## src/pkg/ccs_pkg.sv

```systemverilog
/*
 * shared constants, field positions and carriers for the core state
 * control block. assumes a single core clock and same-clock neighbours.
 */
`default_nettype none
package ccs_pkg;
	// status word, control and mask field positions
	localparam int FLAG_N     = 31;
	localparam int FLAG_Z     = 30;
	localparam int FLAG_C     = 29;
	localparam int FLAG_V     = 28;
	localparam int TSTATE_BIT = 24;
	localparam int EXC_MSB    = 5;
	localparam int SPSEL_BIT  = 1;
	localparam int MASK_BIT   = 0;
	// active exception numbers
	localparam logic [5:0] EXC_THREAD    = 6'h00;
	localparam logic [5:0] EXC_NMI       = 6'h02;
	localparam logic [5:0] EXC_FATAL     = 6'h03;
	localparam logic [5:0] EXC_SVC       = 6'h0b;
	localparam logic [5:0] EXC_PENDED_SERVICE_EXCEPTION    = 6'h0e;
	localparam logic [5:0] EXC_TICK      = 6'h0f;
	localparam logic [5:0] EXC_FIRST_EXT = 6'h10;
	localparam logic [31:0] RESET_VECTOR_ADDR = 32'h0000_0004;
	localparam logic [31:0] WORD_STEP         = 32'h0000_0004;
	localparam logic [4:0]  COUNT_ONE         = 5'h01;

	typedef enum logic [3:0] {
		OP_NOP        = 4'b0000,
		OP_ADD        = 4'b0001,
		OP_SUB        = 4'b0010,
		OP_MOV        = 4'b0011,
		OP_MUL        = 4'b0100,
		OP_REV_WORD   = 4'b0101,
		OP_REV_HALVES = 4'b0110,
		OP_REV_SHALF  = 4'b0111,
		OP_SPEC_WRITE = 4'b1000,
		OP_SPEC_READ  = 4'b1001,
		OP_CHG_STATE  = 4'b1010,
		OP_SYNC_BAR   = 4'b1011,
		OP_MEM        = 4'b1100,
		OP_MULTI      = 4'b1101
	} ccs_op_t;
	typedef enum logic [1:0] {
		SR_PSW = 2'b00, SR_MASK = 2'b01, SR_CTRL = 2'b10
	} ccs_sreg_t;
	typedef enum logic [1:0] {
		SZ_BYTE = 2'b00, SZ_HALF = 2'b01, SZ_WORD = 2'b10
	} ccs_size_t;
	typedef enum logic [1:0] {
		ST_BOOT_REQ = 2'b00, ST_BOOT_WAIT = 2'b01,
		ST_RUN = 2'b10, ST_MULTI = 2'b11
	} ccs_state_t;

	typedef struct packed {
		logic        valid;
		ccs_op_t     op;
		logic        set_flags;
		ccs_sreg_t   sreg;
		ccs_size_t   size;
		logic        write;
		logic [4:0]  count;
		logic [31:0] a;
		logic [31:0] b;
	} ccs_req_t;
	typedef struct packed {
		logic        valid;
		logic        fault;
		logic [31:0] result;
	} ccs_resp_t;
	typedef struct packed {
		logic        valid;
		logic        write;
		logic [3:0]  lanes;
		logic [31:0] addr;
		logic [31:0] wdata;
	} ccs_mem_t;
	typedef struct packed {
		logic       valid;
		logic       to_psp;
		logic [5:0] num;
	} ccs_exc_t;
endpackage
`default_nettype wire

```

## src/logic/ccs_core_state.sv

```systemverilog
/*
 * core state control: status word, interrupt mask, stack select,
 * reset vector load, flag-setting arithmetic, byte reversal, alignment
 * check and little-endian lane placement. assumes all inputs come from
 * same-clock core logic except nrst, and callers honour busy.
 */
// Notes on behaviour
// - flags n,z,c,v sit in bits 31..28
// - t bit 24; executing with t=0 faults
// - bits 5..0 show active exception number
// - mask set blocks all but nmi, fault
// - mask set by special write or state change
// - thread mode stack from control bit 1
// - handler mode always uses main stack
// - control writes ignored in handler mode
// - return updates control automatically, entry leaves it
// - new stack pointer takes effect after barrier
// - add, sub, mov touch flags only when flag-setting
// - word, half, byte alignment definitions
// - unaligned access raises fatal fault
// - little-endian byte lane placement
// - multiply result truncated to 32 bits
// - multiple transfers step address upward
// - word, halves and signed-half byte reversal
// - reset clears stack select bit
// - reset loads pc and t from vector
`timescale 1ns/1ps
`default_nettype none
module ccs_core_state (
	input  wire logic              mclk,
	input  wire logic              nrst,
	input  wire ccs_pkg::ccs_req_t req,
	input  wire ccs_pkg::ccs_exc_t exc_req,
	input  wire ccs_pkg::ccs_exc_t exc_ret,
	input  wire logic              vec_valid,
	input  wire logic [31:0]       vec_data,
	output var  ccs_pkg::ccs_resp_t resp_reg,
	output var  ccs_pkg::ccs_mem_t  mem_reg,
	output var  logic              vec_req_reg,
	output var  logic [31:0]       pc_reg,
	output var  logic              use_psp_reg,
	output var  logic              exc_ack_reg,
	output var  logic              busy_reg
);
	import ccs_pkg::*;

	////////////////////////////////////////////////////////////////////
	function automatic logic is_aligned(input logic [1:0] lo,
		input ccs_size_t sz);
		is_aligned = (sz == SZ_BYTE) || (sz == SZ_HALF && !lo[0]) ||
			(lo == 2'b00);
	endfunction
	function automatic logic [35:0] place(input logic [1:0] lo,
		input ccs_size_t sz, input logic [31:0] d);
		logic [3:0] ln;
		ln = (sz == SZ_BYTE) ? 4'h1 : (sz == SZ_HALF) ? 4'h3 : 4'hf;
		// lowest address gets the least significant byte
		place = {ln << lo, d << {lo, 3'b000}};
	endfunction

	////////////////////////////////////////////////////////////////////
	// reset release through two flops
	logic [1:0] rst_sync_reg;
	logic       rst_n;
	always_ff @(posedge mclk or negedge nrst) begin
		if (!nrst)
			rst_sync_reg <= 2'b00;
		else
			rst_sync_reg <= {rst_sync_reg[0], 1'b1};
	end
	assign rst_n = rst_sync_reg[1];

	logic [3:0]  flags_reg, flags_next;
	logic        tstate_reg;
	logic [5:0]  exc_reg, exc_next;
	logic        mask_reg, spsel_reg;
	ccs_state_t  state_reg;
	logic [31:0] maddr_reg;
	logic [4:0]  left_reg;
	logic        run, issue, handler, fault, take, ctrl_wr;
	logic [31:0] result;
	logic [32:0] sum;
	logic [63:0] prod;
	logic [35:0] lane;

	assign run     = (state_reg == ST_RUN);
	assign issue   = run && req.valid;
	assign handler = (exc_reg != EXC_THREAD);
	assign ctrl_wr = issue && tstate_reg && req.op == OP_SPEC_WRITE &&
		req.sreg == SR_CTRL && !handler;
	// configurable exceptions blocked by the mask
	assign take = run && exc_req.valid && (!mask_reg ||
		exc_req.num == EXC_NMI || exc_req.num == EXC_FATAL);
	assign lane = place(req.a[1:0], req.size, req.b);

	////////////////////////////////////////////////////////////////////
	// datapath and flag results of one issued operation
	always_comb begin
		flags_next = flags_reg;
		result     = 32'h0000_0000;
		sum        = 33'h0_0000_0000;
		prod       = req.a * req.b;
		fault      = issue && !tstate_reg;
		case (req.op)
		OP_ADD, OP_SUB: begin
			sum = (req.op == OP_ADD) ?
				{1'b0, req.a} + {1'b0, req.b} :
				{1'b0, req.a} + {1'b0, ~req.b} + 33'h0_0000_0001;
			result = sum[31:0];
			if (req.set_flags)
				flags_next = {sum[31], sum[31:0] == 32'h0000_0000, sum[32],
					(req.a[31] == (req.b[31] ^ (req.op == OP_SUB))) &&
					(sum[31] != req.a[31])};
		end
		OP_MOV: begin
			result = req.b;
			if (req.set_flags) // carry and overflow kept
				flags_next[3:2] = {req.b[31], req.b == 32'h0000_0000};
		end
		OP_MUL: begin
			result = prod[31:0];
			flags_next[3:2] = {prod[31], prod[31:0] == 32'h0000_0000};
		end
		OP_REV_WORD:
			result = {req.b[7:0], req.b[15:8], req.b[23:16], req.b[31:24]};
		OP_REV_HALVES:
			result = {req.b[23:16], req.b[31:24], req.b[7:0], req.b[15:8]};
		OP_REV_SHALF:
			result = {{16{req.b[7]}}, req.b[7:0], req.b[15:8]};
		OP_SPEC_WRITE:
			if (req.sreg == SR_PSW) // only flags writable
				flags_next = req.b[FLAG_N:FLAG_V];
		OP_SPEC_READ:
			case (req.sreg)
			SR_PSW:  result = {flags_reg, 3'b000, tstate_reg, 18'h0_0000,
				exc_reg};
			SR_MASK: result = {31'h0000_0000, mask_reg};
			SR_CTRL: result = {30'h0000_0000, spsel_reg, 1'b0};
			default: result = 32'h0000_0000;
			endcase
		OP_MEM, OP_MULTI:
			if (!is_aligned(req.a[1:0],
				(req.op == OP_MULTI) ? SZ_WORD : req.size))
				fault = issue;
		default: result = 32'h0000_0000;
		endcase
		if (!issue || fault)
			flags_next = flags_reg;
	end

	////////////////////////////////////////////////////////////////////
	// condition flags
	always_ff @(posedge mclk or negedge rst_n) begin
		if (!rst_n)
			flags_reg <= 4'h0;
		else
			flags_reg <= flags_next;
	end

	// active exception number: fault beats requests, return last
	always_comb begin
		exc_next = exc_reg;
		if (exc_ret.valid && run)
			exc_next = exc_ret.num;
		if (take)
			exc_next = exc_req.num;
		if (fault)
			exc_next = EXC_FATAL;
	end
	always_ff @(posedge mclk or negedge rst_n) begin
		if (!rst_n)
			exc_reg <= EXC_THREAD;
		else
			exc_reg <= exc_next;
	end

	// interrupt mask, both instructions reach it
	always_ff @(posedge mclk or negedge rst_n) begin
		if (!rst_n)
			mask_reg <= 1'b0;
		else if (issue && tstate_reg && req.sreg == SR_MASK &&
			(req.op == OP_SPEC_WRITE || req.op == OP_CHG_STATE))
			mask_reg <= req.b[MASK_BIT];
	end

	// stack select: software in thread mode, hardware on return
	always_ff @(posedge mclk or negedge rst_n) begin
		if (!rst_n)
			spsel_reg <= 1'b0;
		else if (run && exc_ret.valid && !take && !fault &&
			exc_ret.num == EXC_THREAD)
			spsel_reg <= exc_ret.to_psp;
		else if (ctrl_wr && !fault)
			spsel_reg <= req.b[SPSEL_BIT];
	end

	// the live stack choice moves only at a barrier or an exception
	// boundary, so code between the write and the barrier keeps the old
	always_ff @(posedge mclk or negedge rst_n) begin
		if (!rst_n)
			use_psp_reg <= 1'b0;
		else if (exc_next != EXC_THREAD)
			use_psp_reg <= 1'b0;
		else if (exc_ret.valid && run)
			use_psp_reg <= exc_ret.to_psp;
		else if (issue && !fault && req.op == OP_SYNC_BAR)
			use_psp_reg <= spsel_reg;
	end

	////////////////////////////////////////////////////////////////////
	// boot, run and multiple-transfer sequencing
	always_ff @(posedge mclk or negedge rst_n) begin
		if (!rst_n) begin
			state_reg   <= ST_BOOT_REQ;
			vec_req_reg <= 1'b0;
			pc_reg      <= 32'h0000_0000;
			tstate_reg  <= 1'b0;
			maddr_reg   <= 32'h0000_0000;
			left_reg    <= 5'h00;
		end else begin
			vec_req_reg <= 1'b0;
			case (state_reg)
			ST_BOOT_REQ: begin
				vec_req_reg <= 1'b1;
				state_reg   <= ST_BOOT_WAIT;
			end
			ST_BOOT_WAIT:
				if (vec_valid) begin
					pc_reg     <= vec_data;
					tstate_reg <= vec_data[0];
					state_reg  <= ST_RUN;
				end
			ST_RUN:
				if (issue && !fault && req.op == OP_MULTI &&
					req.count > COUNT_ONE) begin
					maddr_reg <= req.a + WORD_STEP;
					left_reg  <= req.count - COUNT_ONE;
					state_reg <= ST_MULTI;
				end
			ST_MULTI: begin
				maddr_reg <= maddr_reg + WORD_STEP;
				left_reg  <= left_reg - COUNT_ONE;
				if (left_reg == COUNT_ONE)
					state_reg <= ST_RUN;
			end
			default: state_reg <= ST_BOOT_REQ;
			endcase
		end
	end

	// registered answers, memory strobes and handshake outputs
	always_ff @(posedge mclk or negedge rst_n) begin
		if (!rst_n) begin
			resp_reg    <= '0;
			mem_reg     <= '0;
			exc_ack_reg <= 1'b0;
			busy_reg    <= 1'b1;
		end else begin
			resp_reg    <= {issue, fault, result};
			exc_ack_reg <= take && !fault;
			busy_reg    <= !(state_reg == ST_RUN && !(issue && !fault &&
				req.op == OP_MULTI && req.count > COUNT_ONE)) &&
				!(state_reg == ST_MULTI && left_reg == COUNT_ONE);
			if (state_reg == ST_MULTI)
				mem_reg <= {1'b1, mem_reg.write, 4'hf, maddr_reg,
					32'h0000_0000};
			else if (issue && !fault && req.op == OP_MEM)
				mem_reg <= {1'b1, req.write, lane[35:32], req.a,
					lane[31:0]};
			else if (issue && !fault && req.op == OP_MULTI &&
				req.count != 5'h00)
				mem_reg <= {1'b1, req.write, 4'hf, req.a, 32'h0000_0000};
			else
				mem_reg <= '0;
		end
	end
endmodule // ccs_core_state
`default_nettype wire

```

## config.mk

```make
export PLATFORM = sky130hd
export DESIGN_NAME = ccs_core_state
export DESIGN_NICKNAME = d
export VERILOG_FILES = /design/src/pkg/ccs_pkg.sv /design/src/logic/ccs_core_state.sv
export SDC_FILE = /design/constraint.sdc
export NUM_CORES = 2
export LEC_CHECK = 0
export ABC_AREA = 1
export BUFFER_PORTS_ARGS = -buffer_cell sky130_fd_sc_hd__buf_2
export CAP_MARGIN = 20
export CORE_ASPECT_RATIO = 0.75
export CORE_MARGIN = 2
export CORE_UTILIZATION = 60
export CTS_BUF_LIST = sky130_fd_sc_hd__clkbuf_16
export CTS_CLUSTER_DIAMETER = 60
export DETAILED_ROUTE_END_ITERATION = 7
export PLACE_DENSITY = 0.85
export REMOVE_ABC_BUFFERS = 1
export SKIP_LAST_GASP = 1
export SYNTH_ARGS = -nofsm -noshare
export SYNTH_HDL_FRONTEND = slang
export SYNTH_SLANG_ARGS = --single-unit
```

## constraint.sdc

```tcl
create_clock -name mclk -period 12.39 [get_ports mclk]
set_clock_uncertainty 0.2 [all_clocks]
set_input_delay 0 -clock mclk [delete_from_list [all_inputs] [get_ports mclk]]
set_output_delay 0 -clock mclk [all_outputs]
set_load 0.05 [all_outputs]
```

==> flow_summary_export.csv <==
group,metric,value,unit
status,status,"finished with violations",
status,violations,"design-rule violations",
synthesis,synthTopCellsByArea,"fa_1, dfrtp_1, nand2_1, inv_1, ha_1",
clock_tree,cts_buffer_depth,2,
grt,grt_pass1_wl,173,mm
timing,fmax,0.123,GHz
drt,drt_wl_total,113,mm
finish,largest_reg_flops,70,
floorplan,die_y,198,um
synthesis,synthArstFlopShare,100,%
timing,max_slew_margin,23.7,%
grt,grt_max_degree,72,
worst_setup_path,cp-start-kind,"primary input",
worst_setup_path,path_max_fanout,21,
drt,wl_per_cell,22.5,um
clock_tree,post_cts_resize_count,0,
finish,n_antenna_cell,0,
synthesis,synth_top_area_share,27.1,%
floorplan,die-area,52200,sq um
finish,drive_gt1_share,9.46,%
synthesis,synth_area,30200,sq um
synthesis,synth.top_cells.by_count,"nand2_1, inv_1, fa_1",
synthesis,synth.most_common_cell,"nand2_1",
timing,setup_viol,0,
timing,finalHoldViolations,0,
clock_tree,cts_made_buffers,17,
worst_setup_path,slowest_stage,"buf_2",
drt,post-route-drc-count,7,
finish,fin_cells,5003,
drt,antenna_left,0,
worst_setup_path,cpPeakStageDelay,660,ps
clock_tree,clk_latency,500,ps
synthesis,synth_edf_count,0,
place,gp_congestion,1.08,
grt,antenna_found_initial,2,
drt,drt_iter0_drc,3835,
timing,period_share,65.4,%
clock_tree,cts_root_buf,"clkbuf_16",
grt,grt_use_met2,64.3,%
finish,finalNetCount,5068,
timing,slew_violations,0,
synthesis,synth_warnings,0,
floorplan,coreArea,49900,sq um
floorplan,io_pins,271,
grt,gr-usage-all-layers,44.2,%
floorplan,start_util,60.6,%
floorplan,num_rows,71,
worst_setup_path,required,12630,ps
synthesis,ys.flop_type,"dfrtp_1",
timing,tightest_slew,1150,ps
worst_setup_path,crit_type,"in -> reg",
place,dp.cells,4859,
floorplan,die_w,263,um
grt,gr-total-overflow,0,
worst_setup_path,cp-end-kind,"register",
timing,setup_tns,0,ps
clock_tree,cts_sinks,193,
synthesis,yosysSeqAreaShare,16.0,%
drt,vias,29600,
min_path,hold_path.class,"in -> reg",
grt,top_usage_layer,"met2",
synthesis,ys_types,63,
worst_setup_path,crit_arrival,8350,ps
synthesis,synthCells,4089,
synthesis,yosys_register_bits,193,
grt,grt_pass1_vias,30200,
job,maxCapViolCount,0,
place,port_buffers,269,
worst_setup_path,critPathMostFrequentCell,"fa_1",
synthesis,syn_area_per_cell,7.39,sq um
timing,grt_setup_unrepaired,"false",
drt,firstDrtPassIters,8,
synthesis,synth_top_area_cell,"fa_1",
drt,vias_per_cell,5.92,
clock_tree,cts_tree,"built",
clock_tree,clk_pin_slew,90,ps
grt,met1_usage,57.4,%
place,hpwlAfterDp,80.8,mm
clock_tree,cts_max_level,4,
timing,period_needed,8110,ps
finish,syn2layout_area_growth,11.4,%
grt,grt_util_met3,18.2,%
==> critical path: cells and delay by family <==
kind | cells | cell delay, ps
adder cells (fa/ha/maj) | 9 | 4380
buffers and inverters | 9 | 1750
AO/OA/AOI/OAI | 8 | 1530
AND/OR/NAND/NOR | 6 | 630
==> cell type report <==
cell class	instances	area [sq um]
clock buffers	17	425
clock inverters	15	239
fillers	4015	16200
inverters	954	3590
multi-input cells	2760	21100
flip-flops and latches	193	4830
well taps	657	822
repair buffers	407	2660
==> placed cells by master (no fill, tap or decap), types with 7 or more instances in the layout <==
cell / n
a211oi_1: 7
a21boi_0: 11
a21oi_1: 164
a221oi_1: 15
a31oi_1: 9
buf_2: 269
buf_4: 26
clkbuf_16: 17
dfrtp_1: 191
dlygate4sd3_1: 112
fa_1: 410
ha_1: 194
inv_1: 943
mux2_2: 34
nand2_1: 1104
nand2_2: 9
nand3_1: 125
nand4_1: 39
nor2_1: 202
nor3_1: 30
nor4_1: 14
o2111ai_1: 9
o211ai_1: 14
o21ai_0: 112
o21ai_1: 7
o21ai_2: 7
o21bai_1: 11
o221ai_1: 24
o22ai_1: 28
xnor2_1: 46
xor2_1: 73
==> per-stage QoR <==
stage               utilization (%)  hold WS, ps  setup slack, ps  cell area (sq um)
floorplan                         -         -496             6060              29500
global placement               63.9         -414             4620              31900
detailed placement             63.9         -413             4610              31900
CTS                            67.5         5.27             4580              33700
global route                   67.5         30.6             3930              33700
finish                         67.5         60.3             4280              33700
==> cells by family (layout without fill, tap and decap cells) <==
kind of cell    after synthesis  in the layout  share of synthesized area, %
other cells                   1              1                        0.0124
flops                       193            193                          16.0
buf+inv                    1136           1393                          14.2
simple gates               1557           1557                          21.0
compound gates              445            445                          8.85
mux                          34             34                          1.27
xor+xnor                    119            119                          3.45
fa+ha+maj                   604            604                          35.2
==> repair_timing <==
item,CTS,global route
endpoints found under the hold margin,96,0
setup buffers,0,0
hold buffers,112,0
==> path summary, 6_finish.rpt <==
path                       depth (start not counted)           end  slack, ps             from
hold / removal                                     4   mem_reg[36]         60          req[36]
setup reg to reg                                   8   mem_reg[16]       7590     state_reg[1]
min in group asynchronous                          0   mem_reg[59]         70  rst_sync_reg[1]
hold reg to reg                                    0   mem_reg[59]         70  rst_sync_reg[1]
max in group asynchronous                          2    pc_reg[18]      10230  rst_sync_reg[1]
setup / recovery                                  32  flags_reg[3]       4280          req[45]
==> per-layer routing <==
metal	routed length, um	share of wire, %	up-vias
li1	-	-	12800
met1	41300	37	14000
met2	46100	41	2333
met3	18900	17	487
met4	6450	5.7	2
met5	14	0.012	-
Power is not shown: default switching activity piles up to over one toggle a cycle in this logic, so the estimate is an artifact.
